--- config.mk ---
export PLATFORM = sky130hd
export DESIGN_NAME = eie_top
export DESIGN_NICKNAME = d
export VERILOG_FILES = /design/src/hw/eie_pkg.sv /design/src/hw/eie_edge_if.sv /design/src/hw/eie_edge_det.sv /design/src/hw/eie_top.sv
export SDC_FILE = /design/constraint.sdc
export NUM_CORES = 1
export LEC_CHECK = 0
export BUFFER_PORTS_ARGS = -buffer_cell sky130_fd_sc_hd__clkbuf_2
export CAP_MARGIN = 20
export CORE_MARGIN = 2
export CORE_UTILIZATION = 27
export DETAILED_ROUTE_END_ITERATION = 8
export PLACE_DENSITY = 0.58
export SYNTH_ARGS = -nofsm -noshare
export SYNTH_HDL_FRONTEND = slang
export SYNTH_HIERARCHICAL = 1
export SYNTH_SLANG_ARGS = --single-unit
--- constraint.sdc ---
create_clock -name CORE_CLK_I -period 2.03 [get_ports CORE_CLK_I]
set_clock_uncertainty 0.1 [all_clocks]
set_input_delay 0.203 -clock CORE_CLK_I [delete_from_list [all_inputs] [get_ports CORE_CLK_I]]
set_output_delay 0.203 -clock CORE_CLK_I [all_outputs]
set_load 0.05 [all_outputs]
--- src/hw/eie_pkg.sv ---
// package for the external interrupt edge and acknowledge block
// assumes a single 40 MHz core clock with a synchronous active-high reset
//
// Contract
// [RL1] An access to the port direction or pin option register blanks the edge detector for one clock cycle.
// [RL2] An edge that arrives during the blanking cycle is neither detected nor raised as a request.
// [RL3] A request taken while the condition code restore instruction executes yields the reset vector.
// [RL4] A request that coincides with software clearing its flag may produce an unwanted reset.
// [RL5] Clearing a source's mask while its request is active never produces the unwanted reset.
// [RL6] Clearing a flag inside its own routine, or any routine when not nested, never produces it.
// [RL7] When nested, clearing a flag in a routine of equal or higher level never produces it.
// [RL8] Clearing a flag while that source is disabled never produces the unwanted reset.
// [RL9] Software sets the global mask right before each condition code restore instruction.
// [RL10] Outside interrupt context, software sets the global mask around clearing an active flag.
// [RL11] When nested, software saves codes, sets the mask, clears the flag, then restores codes.
// [RL12] While the global mask is set all maskable requests are held off, and taken again once clear.
// [RL13] Each pin's programmed sensitivity decides which transition sets its request.
package eie_pkg;
  // ==========================================================
  // sizes and reset values
  localparam int          EIE_NUM_SRC     = 4;
  localparam int          EIE_VEC_W       = 4;
  localparam int          EIE_LVL_W       = 2;
  localparam int          EIE_BLANK_CYC   = 1;
  localparam logic [3:0]  EIE_RESET_VEC   = 4'hF;
  localparam logic [3:0]  EIE_VEC_BASE    = 4'h1;
  localparam logic [1:0]  EIE_LVL_IDLE    = 2'h0;

  // ==========================================================
  // pin sensitivity encoding
  typedef enum logic [1:0] {
    EIE_SENS_FALL_LOW = 2'h0,
    EIE_SENS_RISE     = 2'h1,
    EIE_SENS_FALL     = 2'h2,
    EIE_SENS_BOTH     = 2'h3
  } eie_sens_type;
endpackage

--- src/hw/eie_edge_if.sv ---
// carrier between the edge detector and the controller
// assumes one clock domain
`timescale 1ns/10ps
interface eie_edge_if #(parameter int N = 4);
  logic [N-1:0] edge_hit;
  modport det  (output edge_hit);
  modport ctrl (input  edge_hit);
endinterface

--- src/hw/eie_edge_det.sv ---
// per-pin edge detector with configuration-access blanking
// assumes pins already synchronous to the core clock
`timescale 1ns/10ps
module eie_edge_det
  import eie_pkg::*;
#(
  parameter int N = EIE_NUM_SRC
) (
  input  wire logic             clk_i,
  input  wire logic             rst_i,
  input  wire logic [N-1:0]     pin_i,
  input  wire logic [2*N-1:0]   sens_i,
  input  wire logic             blank_i,
  eie_edge_if.det               ev
);
  logic [N-1:0] pin_d_r;
  logic [N-1:0] hit;

  always_ff @(posedge clk_i) begin
    if (rst_i) begin
      pin_d_r <= '1;
    end else begin
      pin_d_r <= pin_i;
    end
  end

  // ==========================================================
  // sensitivity decode
  for (genvar g = 0; g < N; g++) begin : g_pin
    wire       rise = pin_i[g] & ~pin_d_r[g];
    wire       fall = ~pin_i[g] & pin_d_r[g];
    wire [1:0] s    = sens_i[2*g +: 2];
    assign hit[g] = (s == EIE_SENS_FALL_LOW) ? (fall | ~pin_i[g]) : // RL13
                    (s == EIE_SENS_RISE)     ? rise :
                    (s == EIE_SENS_FALL)     ? fall :
                                               (rise | fall);
  end

  assign ev.edge_hit = blank_i ? '0 : hit; // RL1 RL2
endmodule

--- src/hw/eie_top.sv ---
// interrupt controller: pending flags, masking, vector hand-off
// assumes cpu strobes are one-cycle pulses synchronous to CORE_CLK_I
`timescale 1ns/10ps
module eie_top
  import eie_pkg::*;
#(
  parameter int N = EIE_NUM_SRC
) (
  // clock and reset
  input  wire logic                      CORE_CLK_I,
  input  wire logic                      SYS_RST_I,
  // pins and configuration
  input  wire logic [N-1:0]              PIN_I,
  input  wire logic [2*N-1:0]            PIN_SENS_I,
  input  wire logic                      PORT_CFG_ACCESS_I,
  input  wire logic [N-1:0]              SRC_EN_I,
  input  wire logic [2*N-1:0]            SRC_LVL_I,
  input  wire logic [N-1:0]              FLAG_CLR_I,
  // cpu side
  input  wire logic                      GLOBAL_MASK_I,
  input  wire logic                      CC_RESTORE_I,
  input  wire logic                      IN_ISR_I,
  input  wire logic                      NESTED_MODE_I,
  input  wire logic [eie_pkg::EIE_LVL_W-1:0] CUR_LVL_I,
  input  wire logic                      VEC_ACK_I,
  output logic                           IRQ_O,
  output logic [eie_pkg::EIE_VEC_W-1:0]  VEC_O,
  output logic [N-1:0]                   PEND_O,
  output logic                           RESET_FETCH_O
);
  import eie_pkg::*;

  eie_edge_if #(.N(N)) ev ();

  logic [N-1:0]         pend_r, pend_nxt;
  logic                 irq_r;
  logic [EIE_VEC_W-1:0] vec_r, vec_nxt;
  logic                 rstf_r;
  logic [N-1:0]         armed;
  logic [N-1:0]         hazard;
  logic [N-1:0]         lvl_ok;
  logic                 any_req;
  logic [EIE_VEC_W-1:0] sel_vec;

  eie_edge_det #(.N(N)) u_det (
    .clk_i   (CORE_CLK_I),
    .rst_i   (SYS_RST_I),
    .pin_i   (PIN_I),
    .sens_i  (PIN_SENS_I),
    .blank_i (PORT_CFG_ACCESS_I), // RL1
    .ev      (ev)
  );

  // ==========================================================
  // pending flags: a new edge wins over a clear
  assign pend_nxt = (pend_r & ~FLAG_CLR_I) | ev.edge_hit;

  // ==========================================================
  // unsafe clear detection
  for (genvar g = 0; g < N; g++) begin : g_src
    wire [EIE_LVL_W-1:0] lvl = SRC_LVL_I[EIE_LVL_W*g +: EIE_LVL_W];
    wire safe_ctx = ~SRC_EN_I[g]                              // RL8 RL5
                  | GLOBAL_MASK_I                              // RL10
                  | (IN_ISR_I & ~NESTED_MODE_I)                // RL6
                  | (IN_ISR_I & NESTED_MODE_I & lvl_ok[g]);    // RL7
    assign lvl_ok[g] = (CUR_LVL_I >= lvl);
    assign armed[g]  = pend_r[g] & SRC_EN_I[g];
    assign hazard[g] = FLAG_CLR_I[g] & ev.edge_hit[g] & SRC_EN_I[g]
                     & ~safe_ctx; // RL4
  end

  // ==========================================================
  // vector selection, lowest index first
  assign any_req = |armed & ~GLOBAL_MASK_I; // RL12
  always_comb begin
    sel_vec = EIE_RESET_VEC;
    for (int i = N - 1; i >= 0; i--) begin
      if (armed[i]) begin
        sel_vec = EIE_VEC_BASE + EIE_VEC_W'(i);
      end
    end
  end
  assign vec_nxt = (CC_RESTORE_I | (|hazard)) ? EIE_RESET_VEC // RL3 RL4
                                               : sel_vec;

  always_ff @(posedge CORE_CLK_I) begin
    if (SYS_RST_I) begin
      pend_r <= '0;
      irq_r  <= 1'b0;
      vec_r  <= EIE_RESET_VEC;
      rstf_r <= 1'b0;
    end else begin
      pend_r <= pend_nxt;
      irq_r  <= any_req & ~VEC_ACK_I;
      vec_r  <= vec_nxt;
      rstf_r <= (any_req & CC_RESTORE_I) | (|hazard); // RL3 RL4
    end
  end

  assign IRQ_O         = irq_r;
  assign VEC_O         = vec_r;
  assign PEND_O        = pend_r;
  assign RESET_FETCH_O = rstf_r;

  // ==========================================================
  // per-source checks
  for (genvar g = 0; g < N; g++) begin : g_chk
    wire [1:0] sens_g = PIN_SENS_I[2*g +: 2];

  end
endmodule

* Word-level counts from Yosys, hierarchy flattened *
Cells that the tools add are included.

storage, ports and cells
  latch bits = 0
  input port bits = 38
  bits in writable memories = 0
  output and inout port bits = 10
  register bits = 14
  word-level logic and storage cells = 120
  bits in read-only memories = 0
  memories = 0

operators by class
  shift-type cells = 0
  equal/unequal tests = 8
  multiply operators = 0
  add/sub/neg operators = 0
  bitwise gates (word level) = 77
  multiplexer cells = 17
  reduce and logical (&&, ||, !) cells = 8
  $lt $le $gt $ge = 4
  divide/modulo/power cells = 0

operator list
  kind                                                                   count
  1-bit AND                                                              33
  1-bit bitwise OR                                                       22
  4-bit 2-to-1 mux                                                       5
  1-bit inverter                                                         19
  1-bit 2-to-1 mux                                                       12
  2-bit by 1-bit equality test with 1-bit output, second input constant  4
  2-bit equality test, second input constant                             4
  2-bit greater-or-equal comparator                                      4
  2-bit zero test                                                        4
  4-bit OR reduction                                                     2
  4-bit AND                                                              1
  4-bit inverter                                                         1
  4-bit bitwise OR                                                       1
  3-bit OR reduction                                                     1
  2-bit OR reduction                                                     1

* Depth between registers and ports, before layout *
  depth in word-level cells = 13
  mapped depth = 9
  gate-level depth less buffers = 9

* Cells and area by module *
The synthesis kept the hierarchy.

by module, submodules not included
  module        cells each  times used  area each (sq um)  seq. area each (sq um)
  eie_top       72          1           614.3              200.2
  eie_edge_det  46          1           370.4              80.1

* Worst setup path before layout *
No wires, ideal clock.

  path kind = reg-to-reg
  start = reg u_det.pin_d_r[1]
  end = reg rstf_r (netlist: RESET_FETCH_O)
  buffers on the path = 0
  path slack = 288 ps
  arrival = 1562 ps
  setup time = 79 ps
  clock period less this slack = 1742 ps
  cell stages (with the launch flop) = 9
  required time = 1851 ps
  cell sequence = dfxtp_1 > ha_1 > nand2_1 > o21ai_0 > a211oi_1 > and3_1 > o21ai_0 > a41o_1 > a211oi_2

on the way
  cells in the longest elaborated chain, start to end = 12
  elaborated cells on any way between the ends = 14
  those cells by class = 4 x mux; 9 x bitwise; 1 x reduce/logical

RTL lines
  item                      line                source
  from (decl)               eie_edge_det.sv:16  logic [N-1:0] pin_d_r;
  from (signal assigned)    eie_edge_det.sv:23  pin_d_r <= pin_i;
  1-bit inverter            eie_edge_det.sv:30  wire rise = pin_i[g] & ~pin_d_r[g];
  1-bit AND                 eie_edge_det.sv:30
  1-bit bitwise OR          eie_edge_det.sv:36  (rise | fall);
  1-bit 2-to-1 mux          eie_edge_det.sv:35  (s == EIE_SENS_FALL) ? fall :
  1-bit 2-to-1 mux          eie_edge_det.sv:34  (s == EIE_SENS_RISE) ? rise :
  1-bit 2-to-1 mux *        eie_edge_det.sv:33  assign hit[g] = (s == EIE_SENS_FALL_LOW) ? (fall | ~pin_i[g]) :
  4-bit 2-to-1 mux *        eie_edge_det.sv:39  assign ev.edge_hit = blank_i ? '0 : hit;
  named net ev.edge_hit[1]  eie_edge_if.sv:5    logic [N-1:0] edge_hit;
  1-bit AND * (2 in a row)  eie_top.sv:68       assign hazard[g] = FLAG_CLR_I[g] & ev.edge_hit[g] & SRC_EN_I[g]
  1-bit AND *               eie_top.sv:69       & ~safe_ctx;
  4-bit OR reduction *      eie_top.sv:96       rstf_r <= (any_req & CC_RESTORE_I) | (|hazard);
  1-bit bitwise OR *        eie_top.sv:96
  to (signal assigned)      eie_top.sv:96
  to (decl)                 eie_top.sv:38       logic rstf_r;

Mark *: on every way through the listed nets, which the timed path passes. The rest lies on a longest branch.
A chain may end at the register's enable or synchronous reset.

* Worst setup path after layout *
  start = reg u_det.pin_d_r[2]
  end = reg rstf_r (netlist: RESET_FETCH_O)

Same word-level chain as after synthesis.

==> run summary <==
Overflow after GRT: 0
Period Utilization, post-route: 92.9%
Status: complete, no violations
Synthesized area per cell: 8.34 µm²
RSZ-0062 raised after global routing: no
FF-to-FF setup slack: 0.14 ns
Async set-reset flop share out of synthesis: 0%
Final WS setup: 0.145 ns
Worst-path clk slew: 0.08 ns
Worst-path maximum fanout: 5
Post-synth EDFFs: 0
I/O pin count: 48
Max clock buf depth: 2
Number of global-route vias before repair: 990
Critical Path End Type: register
Via density: 4.68
Pre-CTS setup slack: 0.0389 ns
Setup bufs post-CTS: 0
Critical Path RT: 2.13 ns
Min-delay worst type: primary input to register
H-tree depth: 1
Multi-input logic area: 637 µm²
Fillers: 376
Cell Area, Synth: 985 µm²
Top post-synthesis cells by area: dfxtp_1, ha_1, inv_1, o211ai_1, o21ai_0
Sequential Area: 280 µm²
Seq/Total Area, Yosys: 28.5%
Final non-filler cell total: 214
Setup TNS: 0 ns
Area Overhead vs Synth: 33.8%
Worst setup path startpoint: u_det/pin_d_r[2]
Worst-Skew Late Latency: 0.28 ns
Syn Nets: 172
Clock Sinks: 14
Fin nets: 224
Lkg Pwr: 0.688 nW
Total wire length: 2350 µm
Biggest area consumer among synthesized cells: dfxtp_1
Setup CP Type: register to register
Root buffer cell: clkbuf_4
Setup-failing EPs final: 0
Total number of yosys warnings: 6
Worst vdd ir: 0.353 mV
Pre-antenna DRT Iters: 4
Critical path arrival: 1.98 ns
Antenna violations before repair: 0
Die X: 64.4 µm
Count leader, synth: inv_1
Crit path to: RESET_FETCH_O
CTS tree: built
Initial Util: 28.8%
Syn Inst Count: 118
Share of cells above drive strength 1: 35.1%
Final Hold Fails: 0
Post-synth cell types: 29
Max-slew headroom at the worst pin: 76.4%
PD cells: 491 nW/µm²
WHS: 0.0438 ns
R2r startpoint: u_det/pin_d_r[2]
FP Rows: 21
R2R depth: 7
Max stage delay on crit path: 0.32 ns
Crit-path cells: ha_1, nand3b_1, a31oi_1, and3_1, o21ai_0, a41o_1, a211oi_2
Iter 0 DRT Violations: 11
Max stage delay cell, worst path: dfxtp_1
Tot Pwr: 0.646 mW
ANT cells: 0
Post-route minimum period: 1.89 ns
Synth top area share: 28.5%
Global-route wire length before repair: 4000 µm
Top FF cell, synth: dfxtp_1
Core area: 3420 µm²
Max Freq: 0.530 GHz
Vias: 1001
DRT antenna net count: 0
IO buf count: 47
Die Area: 4150 µm²
CP Launch Type: register
Drt drc: 0
HPWL Detailed: 2060 µm
Capturing point of the worst reg2reg path: RESET_FETCH_O
Seq cells post-synth: 14
Synth cell count leaders: inv_1, ha_1, dfxtp_1
DR WL/cell: 11.0 µm
Placed cells: 210
All-Layer GR Usage: 12.5%
Max-slew violation count: 0
Buffers plus inverters on the worst setup path: 0
Die Height: 64.4 µm
Delay-heaviest family, CP: compound AO/OA/AOI/OAI gates
GPL Wtd Cong: 0.724
Crit path depth: 7
Actual slew at the worst max-slew pin: 0.346 ns
Max-Cap Viols: 0
Pin count of the biggest net entering global routing: 15
Num CTS Buffers: 3
-- power by group --
group          internal, mW  switching, mW
clock network        0.0688         0.0834
registers             0.289         0.0107
logic                0.0810          0.114
-- routing by layer --
layer / track usage [%] / up-vias / part of all wire [%]
met2: 22.1 / 34 / 48
met3: 5.28 / 2 / 8.0
li1: - / 524 / -
met1: 13.6 / 441 / 43
met4: 3.46 / 0 / 0.51
met5: 0 / - / 0
-- worst min path at each step --
stage	from	end	cells after the start
2_1_floorplan	GLOBAL_MASK_I	RESET_FETCH_O	1
3_3_place_gp	VEC_ACK_I	IRQ_O	2
3_5_place_dp	VEC_ACK_I	IRQ_O	2
4_1_cts	PIN_I[2]	u_det/pin_d_r[2]	2
5_1_grt	PIN_I[0]	u_det/pin_d_r[0]	2
6_report	PIN_I[2]	u_det/pin_d_r[2]	2
-- state kept, by name (all words and copies together) (netlist names) --
register,count
VEC_O,4
PEND_O,4
IRQ_O,1
RESET_FETCH_O,1
u_det/pin_d_r,4
-- worst reg2reg max path, cell delays in order (launching register included) --
cell	delay (ns)
dfxtp_1	0.32
ha_1	0.26
nand3b_1	0.15
a31oi_1	0.22
and3_1	0.19
o21ai_0	0.08
a41o_1	0.30
a211oi_2	0.19
-- layout by cell type (no fill, tap or decap), types with 2 or more instances in the layout --
| master | count |
|---|---|
| nor3_1 | 4 |
| a21oi_1 | 4 |
| and3_1 | 4 |
| nand2b_1 | 4 |
| inv_1 | 20 |
| or2_2 | 4 |
| o211ai_1 | 6 |
| o21ai_0 | 8 |
| dfxtp_1 | 14 |
| nand3b_1 | 2 |
| ha_1 | 16 |
| clkbuf_2 | 47 |
| nand2_1 | 4 |
| clkbuf_4 | 3 |
| a211oi_2 | 3 |
| nor2_1 | 6 |
| nor3b_1 | 4 |
-- kinds of logic (layout without fill, tap and decap cells) --
group                      after synthesis  in the layout  synth area share, %
and+or+nand+nor                         36             36                 20.7
AOI/OAI and AO/OA                       30             30                 21.5
buffers and inverters                   21             71                 8.00
adders and majority gates               16             16                 20.3
DFF                                     14             14                 28.5
muxes                                    1              1                 1.02
-- timing repair --
action,CTS,global route
hold buffers,1,0
endpoints found under the setup margin,0,5
resized for setup,0,2
hold endpoints to repair,1,0
-- stage by stage --
stage	utilization, %	area (µm²)
CTS	38.2	1310
finish	38.6	1320
floorplan	-	985
global route	38.6	1320
global placement	37.3	1270
detailed placement	37.3	1270
-- cell type report --
type	count	share of cell area [%]
Tap cell	46	4.37
Timing Repair Buffer	48	18.6
Sequential cell	14	21.3
Clock buffer	3	1.71
Multi-Input combinational cell	83	48.3
Inverter	20	5.70
No activity file was read; power rests on OpenSTA's default activity.
